**src/core/ncp_pkg.sv**
```systemverilog
package ncp_pkg;
  // ----------------------------------------
  // bus geometry
  // ----------------------------------------
  localparam int unsigned ADDR_W = 12;
  localparam int unsigned DATA_W = 32;
  localparam int unsigned IDX_W  = 10;

  // ----------------------------------------
  // register indices (byte address is four times the index)
  // ----------------------------------------
  localparam logic [IDX_W-1:0] IDX_DC_CTRL    = 10'h080;
  localparam logic [IDX_W-1:0] IDX_FREQ_BYTE0 = 10'h082;
  localparam logic [IDX_W-1:0] IDX_FREQ_BYTE1 = 10'h083;
  localparam logic [IDX_W-1:0] IDX_FREQ_BYTE2 = 10'h084;
  localparam logic [IDX_W-1:0] IDX_FREQ_BYTE3 = 10'h085;
  localparam logic [IDX_W-1:0] IDX_PH0_LOW    = 10'h086;
  localparam logic [IDX_W-1:0] IDX_PH0_HIGH   = 10'h087;
  localparam logic [IDX_W-1:0] IDX_PH1_LOW    = 10'h088;
  localparam logic [IDX_W-1:0] IDX_PH1_HIGH   = 10'h089;
  localparam logic [IDX_W-1:0] IDX_MODE       = 10'h0C0;
  localparam logic [IDX_W-1:0] IDX_STATUS     = 10'h0C1;

  // ----------------------------------------
  // fields and reset values
  // ----------------------------------------
  localparam int unsigned DC_ENABLE_BIT = 0;
  localparam int unsigned MODE_W        = 2;
  localparam int unsigned ACC_W         = 32;
  localparam int unsigned PHASE_W       = 16;
  localparam logic [7:0]         BYTE_RST  = 8'h00;
  localparam logic [ACC_W-1:0]   FREQ_RST  = 32'h0000_0000;
  localparam logic [PHASE_W-1:0] PHASE_RST = 16'h0000;
  localparam logic [DATA_W-1:0]  DATA_ZERO = 32'h0000_0000;

  // ----------------------------------------
  // channel mode codes held in the mode register
  // ----------------------------------------
  localparam logic [MODE_W-1:0] MODE_SINGLE   = 2'h0;
  localparam logic [MODE_W-1:0] MODE_DUAL     = 2'h1;
  localparam logic [MODE_W-1:0] MODE_OCTAL    = 2'h2;
  localparam logic [MODE_W-1:0] MODE_OCTAL_CW = 2'h3;
endpackage

```
**src/core/ncp_nco_tuning_phase_regs.sv**
```systemverilog
`timescale 1ns/10ps
// Functional notes
// - oscillator frequency equals tuning word over two to the 32 times sample rate.
// - tuning word acts only while the down-converter enable bit at 0x80 is one.
// - tuning word bytes 15:8, 23:16, 31:24 live at 0x83, 0x84, 0x85.
// - tuning word byte 7:0 lives at 0x82; zero word gives a DC oscillator.
// - phase offset code is two to the 16 times degrees over 360.
// - first channel offset low at 0x86, high at 0x87; second channel low at 0x88.
// - second channel phase offset high byte lives at 0x89.
// - offsets apply only in octal CW or single/dual modes with down-conversion.
// - offset slot 0 serves first listed channel, slot 1 the second.
module ncp_nco_tuning_phase_regs
  import ncp_pkg::*;
#(
  parameter bit HAS_DOWNCONV = 1'b1
) (
  // clock and reset
  input  wire logic                     pclk,
  input  wire logic                     presetn,
  // apb slave
  input  wire logic                     psel,
  input  wire logic                     penable,
  input  wire logic                     pwrite,
  input  wire logic [ncp_pkg::ADDR_W-1:0] paddr,
  input  wire logic [ncp_pkg::DATA_W-1:0] pwdata,
  input  wire logic [3:0]               pstrb,
  output logic                          pready,
  output logic                          pslverr,
  output logic [ncp_pkg::DATA_W-1:0]    prdata,
  // channel sequence position of the current sample
  input  wire logic                     chan_slot_sel,
  // oscillator outputs
  output logic [ncp_pkg::PHASE_W-1:0]   nco_phase,
  output logic                          nco_active
);
  import ncp_pkg::*;

  // ----------------------------------------
  // decode
  // ----------------------------------------
  logic [7:0]         freq_b0_reg, freq_b1_reg, freq_b2_reg, freq_b3_reg;
  logic [7:0]         ph0_lo_reg, ph0_hi_reg, ph1_lo_reg, ph1_hi_reg;
  logic               dc_enable_reg;
  logic [MODE_W-1:0]  mode_reg;
  logic [ACC_W-1:0]   acc_reg;
  logic [ACC_W-1:0]   acc_next;
  logic [PHASE_W-1:0] phase_next;
  logic               pready_reg, pslverr_reg;
  logic [DATA_W-1:0]  prdata_reg;
  logic [PHASE_W-1:0] nco_phase_reg;
  logic               nco_active_reg;

  wire [IDX_W-1:0] idx      = paddr[ADDR_W-1:2];
  wire             aligned  = (paddr[1:0] == 2'b00);
  wire             setup    = psel & ~penable;
  wire             wr_phase = psel & penable & pwrite & aligned & pstrb[0];
  wire [7:0]       wbyte    = pwdata[7:0];

  // one write strobe per index; low lane carries every register
  function automatic logic wr_hit(input logic [IDX_W-1:0] at_idx, input logic strobe,
                                  input logic [IDX_W-1:0] target);
    wr_hit = strobe & (at_idx == target);
  endfunction

  wire [ACC_W-1:0]   freq_word = {freq_b3_reg, freq_b2_reg, freq_b1_reg, freq_b0_reg};
  wire [PHASE_W-1:0] ph0       = {ph0_hi_reg, ph0_lo_reg};
  wire [PHASE_W-1:0] ph1       = {ph1_hi_reg, ph1_lo_reg};

  // offsets are meaningless without a down-converter in the part
  wire mode_uses_phase = (mode_reg == MODE_SINGLE) | (mode_reg == MODE_DUAL) |
                         (mode_reg == MODE_OCTAL_CW);
  wire phase_on  = HAS_DOWNCONV & dc_enable_reg & mode_uses_phase;
  wire word_on   = HAS_DOWNCONV & dc_enable_reg;
  wire [PHASE_W-1:0] slot_ofs = chan_slot_sel ? ph1 : ph0;

  // ----------------------------------------
  // read mux; a word's spare upper bits read as zero
  // ----------------------------------------
  logic [DATA_W-1:0] rd_data;
  logic              rd_hit;
  always_comb begin
    rd_data = DATA_ZERO;
    rd_hit  = 1'b1;
    case (idx)
      IDX_DC_CTRL:    rd_data[DC_ENABLE_BIT] = dc_enable_reg;
      IDX_FREQ_BYTE0: rd_data[7:0] = freq_b0_reg;
      IDX_FREQ_BYTE1: rd_data[7:0] = freq_b1_reg;
      IDX_FREQ_BYTE2: rd_data[7:0] = freq_b2_reg;
      IDX_FREQ_BYTE3: rd_data[7:0] = freq_b3_reg;
      IDX_PH0_LOW:    rd_data[7:0] = ph0_lo_reg;
      IDX_PH0_HIGH:   rd_data[7:0] = ph0_hi_reg;
      IDX_PH1_LOW:    rd_data[7:0] = ph1_lo_reg;
      IDX_PH1_HIGH:   rd_data[7:0] = ph1_hi_reg;
      IDX_MODE:       rd_data[MODE_W-1:0] = mode_reg;
      IDX_STATUS:     rd_data[PHASE_W-1:0] = nco_phase_reg;
      default:        rd_hit = 1'b0;
    endcase
    if (!aligned) begin
      rd_hit = 1'b0;
    end
  end

  // ----------------------------------------
  // apb answer: prepared in setup so access completes with no wait
  // ----------------------------------------
  // a write or a refused access returns zero so stale data never leaks out
  wire [DATA_W-1:0] rd_sel = (pwrite || !rd_hit) ? DATA_ZERO : rd_data;

  // the slave never stretches a transfer, so ready stands high after reset;
  // a constant ready still sits in a flop so the pin has no logic before it
  always_ff @(posedge pclk or negedge presetn) begin
    if (!presetn) begin
      pready_reg <= 1'b1;
    end else if (setup) begin
      pready_reg <= 1'b1;
    end
  end

  // error is decided at setup and stands until the next setup
  always_ff @(posedge pclk or negedge presetn) begin
    if (!presetn) begin
      pslverr_reg <= 1'b0;
    end else if (setup) begin
      pslverr_reg <= ~rd_hit;
    end
  end

  // read data is latched at setup and stands through the access phase;
  // the status word is therefore a snapshot taken at the setup edge
  always_ff @(posedge pclk or negedge presetn) begin
    if (!presetn) begin
      prdata_reg <= DATA_ZERO;
    end else if (setup) begin
      prdata_reg <= rd_sel;
    end
  end

  // ----------------------------------------
  // register write strobes; status is read-only and ignores writes
  // ----------------------------------------
  // only the low byte lane carries data; a clear pstrb[0] drops the write quietly
  // writes to the status index find no strobe here and vanish
  wire wr_ctl   = wr_hit(idx, wr_phase, IDX_DC_CTRL);
  wire wr_mode  = wr_hit(idx, wr_phase, IDX_MODE);
  wire wr_f0    = wr_hit(idx, wr_phase, IDX_FREQ_BYTE0);
  wire wr_f1    = wr_hit(idx, wr_phase, IDX_FREQ_BYTE1);
  wire wr_f2    = wr_hit(idx, wr_phase, IDX_FREQ_BYTE2);
  wire wr_f3    = wr_hit(idx, wr_phase, IDX_FREQ_BYTE3);
  wire wr_p0_lo = wr_hit(idx, wr_phase, IDX_PH0_LOW);
  wire wr_p0_hi = wr_hit(idx, wr_phase, IDX_PH0_HIGH);
  wire wr_p1_lo = wr_hit(idx, wr_phase, IDX_PH1_LOW);
  wire wr_p1_hi = wr_hit(idx, wr_phase, IDX_PH1_HIGH);

  // ----------------------------------------
  // control and mode
  // ----------------------------------------
  // one enable gates both the tuning word and the offsets;
  // clearing it parks the accumulator so the next start begins at phase zero
  always_ff @(posedge pclk or negedge presetn) begin
    if (!presetn) begin
      dc_enable_reg <= 1'b0;
    end else if (wr_ctl) begin
      dc_enable_reg <= wbyte[DC_ENABLE_BIT];
    end
  end

  // channel mode decides whether the offsets take part;
  // octal mode without continuous wave takes none
  always_ff @(posedge pclk or negedge presetn) begin
    if (!presetn) begin
      mode_reg <= MODE_SINGLE;
    end else if (wr_mode) begin
      mode_reg <= wbyte[MODE_W-1:0];
    end
  end

  // ----------------------------------------
  // tuning word bytes
  // ----------------------------------------
  // bytes take effect one at a time with no shadow copy: a running word
  // passes through mixed values while it is rewritten, so clear the enable
  // before changing more than one byte
  // bits 7:0
  always_ff @(posedge pclk or negedge presetn) begin
    if (!presetn) begin
      freq_b0_reg <= BYTE_RST;
    end else if (wr_f0) begin
      freq_b0_reg <= wbyte;
    end
  end

  // bits 15:8
  always_ff @(posedge pclk or negedge presetn) begin
    if (!presetn) begin
      freq_b1_reg <= BYTE_RST;
    end else if (wr_f1) begin
      freq_b1_reg <= wbyte;
    end
  end

  // bits 23:16
  always_ff @(posedge pclk or negedge presetn) begin
    if (!presetn) begin
      freq_b2_reg <= BYTE_RST;
    end else if (wr_f2) begin
      freq_b2_reg <= wbyte;
    end
  end

  // bits 31:24
  always_ff @(posedge pclk or negedge presetn) begin
    if (!presetn) begin
      freq_b3_reg <= BYTE_RST;
    end else if (wr_f3) begin
      freq_b3_reg <= wbyte;
    end
  end

  // ----------------------------------------
  // phase offset bytes
  // ----------------------------------------
  // plain storage here; the enable and the mode decide whether they are used,
  // slot 0 feeding the first listed channel and slot 1 the second
  // first channel, low byte
  always_ff @(posedge pclk or negedge presetn) begin
    if (!presetn) begin
      ph0_lo_reg <= BYTE_RST;
    end else if (wr_p0_lo) begin
      ph0_lo_reg <= wbyte;
    end
  end

  // first channel, high byte
  always_ff @(posedge pclk or negedge presetn) begin
    if (!presetn) begin
      ph0_hi_reg <= BYTE_RST;
    end else if (wr_p0_hi) begin
      ph0_hi_reg <= wbyte;
    end
  end

  // second channel, low byte
  always_ff @(posedge pclk or negedge presetn) begin
    if (!presetn) begin
      ph1_lo_reg <= BYTE_RST;
    end else if (wr_p1_lo) begin
      ph1_lo_reg <= wbyte;
    end
  end

  // second channel, high byte
  always_ff @(posedge pclk or negedge presetn) begin
    if (!presetn) begin
      ph1_hi_reg <= BYTE_RST;
    end else if (wr_p1_hi) begin
      ph1_hi_reg <= wbyte;
    end
  end

  // ----------------------------------------
  // oscillator: modulo 2^32 wrap gives f = word / 2^32 * fs
  // ----------------------------------------
  // the sum drops its carry on purpose: that carry is the wrap itself
  assign acc_next   = word_on ? acc_reg + freq_word : FREQ_RST;
  // the full 16-bit offset spans one turn: code = 2^16 * deg / 360
  // offsets wrap the same way, so 16'hFFFF sits just short of a full turn
  assign phase_next = acc_reg[ACC_W-1 -: PHASE_W] + (phase_on ? slot_ofs : PHASE_RST);

  // accumulator parks at zero while disabled so restarts are repeatable
  always_ff @(posedge pclk or negedge presetn) begin
    if (!presetn) begin
      acc_reg <= FREQ_RST;
    end else begin
      acc_reg <= acc_next;
    end
  end

  // phase is built from the accumulator before this edge: one sample of lag
  always_ff @(posedge pclk or negedge presetn) begin
    if (!presetn) begin
      nco_phase_reg <= PHASE_RST;
    end else begin
      nco_phase_reg <= phase_next;
    end
  end

  // active follows the enable by one edge, one edge ahead of the first moving phase;
  // it is the only sign outside the block that the word is in use
  always_ff @(posedge pclk or negedge presetn) begin
    if (!presetn) begin
      nco_active_reg <= 1'b0;
    end else begin
      nco_active_reg <= word_on;
    end
  end

  // ----------------------------------------
  // outputs: every one comes straight from a flip-flop
  // ----------------------------------------
  assign pready     = pready_reg;
  assign pslverr    = pslverr_reg;
  assign prdata     = prdata_reg;
  assign nco_phase  = nco_phase_reg;
  assign nco_active = nco_active_reg;
endmodule

```
**config.mk**
```make
export PLATFORM = sky130hd
export DESIGN_NAME = ncp_nco_tuning_phase_regs
export DESIGN_NICKNAME = d
export VERILOG_FILES = /design/src/core/ncp_pkg.sv /design/src/core/ncp_nco_tuning_phase_regs.sv
export SDC_FILE = /design/constraint.sdc
export NUM_CORES = 1
export LEC_CHECK = 0
export BUFFER_PORTS_ARGS = -buffer_cell sky130_fd_sc_hd__buf_2
export CORE_MARGIN = 5
export CORE_UTILIZATION = 40
export DETAILED_ROUTE_END_ITERATION = 8
export GPL_TIMING_DRIVEN = 0
export PLACE_DENSITY_LB_ADDON = 0.12
export SYNTH_ARGS = -nofsm -noshare
export SYNTH_HDL_FRONTEND = slang
export SYNTH_SLANG_ARGS = --single-unit
```
**constraint.sdc**
```tcl
create_clock -name pclk -period 3.9 [get_ports pclk]
set_clock_uncertainty 0.15 [all_clocks]
set_input_delay 0.195 -clock pclk [delete_from_list [all_inputs] [get_ports pclk]]
set_output_delay 0.195 -clock pclk [all_outputs]
set_load 0.01 [all_outputs]
```
==> metrics.txt <==
Largest register FFs 32; crit path kind reg -> reg; FP Rows 52; Clk network pwr share 50.8%; IO Pins 105; post-detail-place hpwl 17.4 mm; Arr. time, crit path 3.71 ns; Distinct cells, synth 68; top_reg_cell synth dfrtp_1; cts repair resizes 0; Clk Latency, worst-skew pair 0.42 ns; number of synthesized flops with an enable pin 0; Placed Area 8780 um^2; Worst EP required 4.09 ns; Switch Pwr 0.000790 W; register share of total power 44.9%; FMAX 284 MHz; Net Sw Frac 25.7%; first-pass GRT wire length 35.9 mm; htree depth 4; Hold Vio Cnt, Final 0; Mapped Cells 792; # DRC 0; reg2reg start dc_enable_reg; post-route cell area 9370 um^2; hold wc startpoint pwrite; Core ar. 20000 um^2; Layout Area Growth over Synthesis 16.2%; GRT Util Overall 19.6%; yosys warns 0; Power Total 0.00307 W; critical path capture point type flop; worst vdd ir 0.281 mV; post-CTS setup buffer count 0; CTS tree done; Sum Neg Setup Slack 0 ns; die area 23100 um^2; Startpoint Class flop; DR pass1 iterations 5; TritonCTS buffer count 17; DRT iter0 DRCs 344; Critical path buffers and inverters 0; fin util 46.7%; CP peak stage delay 0.57 ns; Antenna Nets Post-Route 0; mean post-synth cell area 10.2 um^2; vias per cell 5.40; slowest CP cell dfrtp_1; n_diodes 0; cell taking the most area after synthesis dfrtp_1; RSZ-0062 raised after global routing no; Internal Pwr Total 0.00228 W; layout cells sized above 1 21.8%; worst hold-check path type in -> reg; Hold-fix buffers, CTS 2; clock-pin slew on the worst setup and hold paths 0.07 ns; synthesized area 8060 um^2; min Tclk post-route 3.52 ns; CP dominant cell by count a21oi_1; max-slew violations 0; final wirelength 22.7 mm; count leader, synth dfrtp_1; largest net degree at the start of global routing 92; cell family with most CP delay compound AO/OA/AOI/OAI gates; initial antenna violation count 0; Root Buffer clkbuf_16; area share of the largest cell type after synthesis 41.3%; Period Utilization, post-route 90.3%; WHS 0.0245 ns; Port Buf Inserts 57; vias in the first global route 6292; ys async rst share 100%; wire length per cell 19.4 um; GPL Wtd Cong 0.849; Setup violations, final 0; initial core utilization 40.2%; clk sink count 133; total global routing overflow 0; Bufs on Longest Clock Path 2; register area share after synthesis 41.3%; most common library cells after synthesis dfrtp_1 (133), nor2_1 (76), mux2_2 (68), a21oi_1 (52), nand2_1 (50); flops & latches, synth 133; Final #Nets 988; Synth area leaders dfrtp_1 (41%), mux2_2 (9.5%), ha_1 (7.1%); Die Wd 152 um; Slew HR 38.2%; Slew @ Worst Pin 0.922 ns; PD cells 328 nW/um^2; status completed; CP Cell Sequence o21ai_1, nor2_1, ha_1, fa_1, a21o_1, a21oi_1, o21ai_0, a31oi_1, o21bai_1, a21oi_1, xnor2_1; Max Cap Viol 0; LEAKAGE 4.58 nW; Crit. Startpoint dc_enable_reg; chip height 152 um; crit-path max FO 8; DR vias 6310; Comb pwr share 4.2%
## worst min-delay path, cell delays in order
cell,delay [ns]
buf_2,0.13
nor4_4,0.06
a22o_1,0.17
## cell usage in the layout (no fill, tap or decap), types with 15 or more instances in the layout
cell type / Yosys / routed
a21o_1: 15 / 15
clkbuf_16: 0 / 17
inv_1: 15 / 15
nand2b_1: 15 / 15
buf_4: 17 / 17
a22o_1: 19 / 19
mux2i_1: 30 / 30
buf_2: 5 / 61
o21ai_0: 36 / 36
ha_1: 46 / 46
nand2_1: 50 / 50
xnor2_1: 24 / 24
conb_1: 2 / 17
nor2_1: 76 / 76
dfrtp_1: 133 / 133
clkbuf_1: 16 / 16
a21oi_1: 52 / 52
mux2_2: 68 / 68
## power by group through the flow
| stage | Sequential, W | Combinational (W) | Clock (W) |
|---|---|---|---|
| 3_5_place_dp | 0.00141 | 0.000130 | 0 |
| 4_1_cts | 0.00138 | 0.000132 | 0.00159 |
| 6_report | 0.00138 | 0.000130 | 0.00156 |
| 2_1_floorplan | 0.00141 | 0.0000569 | 0 |
| 3_3_place_gp | 0.00141 | 0.000126 | 0 |
| 5_1_grt | 0.00138 | 0.000144 | 0.00165 |
## worst paths after layout
| check | to | slack (ns) | depth (start not counted) |
|---|---|---|---|
| max | nco_phase[10] | 0.38 | 11 |
| min | prdata[1] | 0.02 | 3 |
| max reg2reg | nco_phase[10] | 0.38 | 11 |
| min reg2reg | prdata[10] | 0.34 | 1 |
| max in group asynchronous | acc_reg[29] | 2.68 | 3 |
| min in group asynchronous | prdata[1] | 0.11 | 2 |
## kinds of logic (layout without fill, tap and decap cells)
logic type	Yosys count	in the layout	synth area share, %
xor+xnor	38	38	4.13
compound gates	198	198	16.1
other cells	2	17	0.0931
simple gates	220	220	14.1
flops	133	133	41.3
mux	98	98	13.2
buf+inv	55	147	3.43
fa+ha+maj	48	48	7.64
## area by class of cell
cell class / count / area [um^2]
flip-flops and latches: 133 / 3330
repair buffers: 60 / 339
multi-input cells: 619 / 4510
inverters: 16 / 60.1
clock inverters: 14 / 130
clock buffers: 18 / 439
plain buffers: 39 / 216
well taps: 270 / 338
fillers: 1921 / 10700
## metal layers
metal | track usage, % | vias up | wire length, um
met3 | 3.70 | 28 | 826
met1 | 26.2 | 3075 | 10600
li1 | - | 3070 | -
met2 | 32.5 | 137 | 10800
met4 | 6.08 | 0 | 501
met5 | 0 | - | 0
## per-stage QoR
stage	std cells	setup slack, ns
finish	1169	0.380
floorplan	807	1.01
global placement	1134	0.149
CTS	1169	0.383
detailed placement	1135	0.200
global route	1169	0.183
Note: power is estimated with default switching activity, not from simulation.
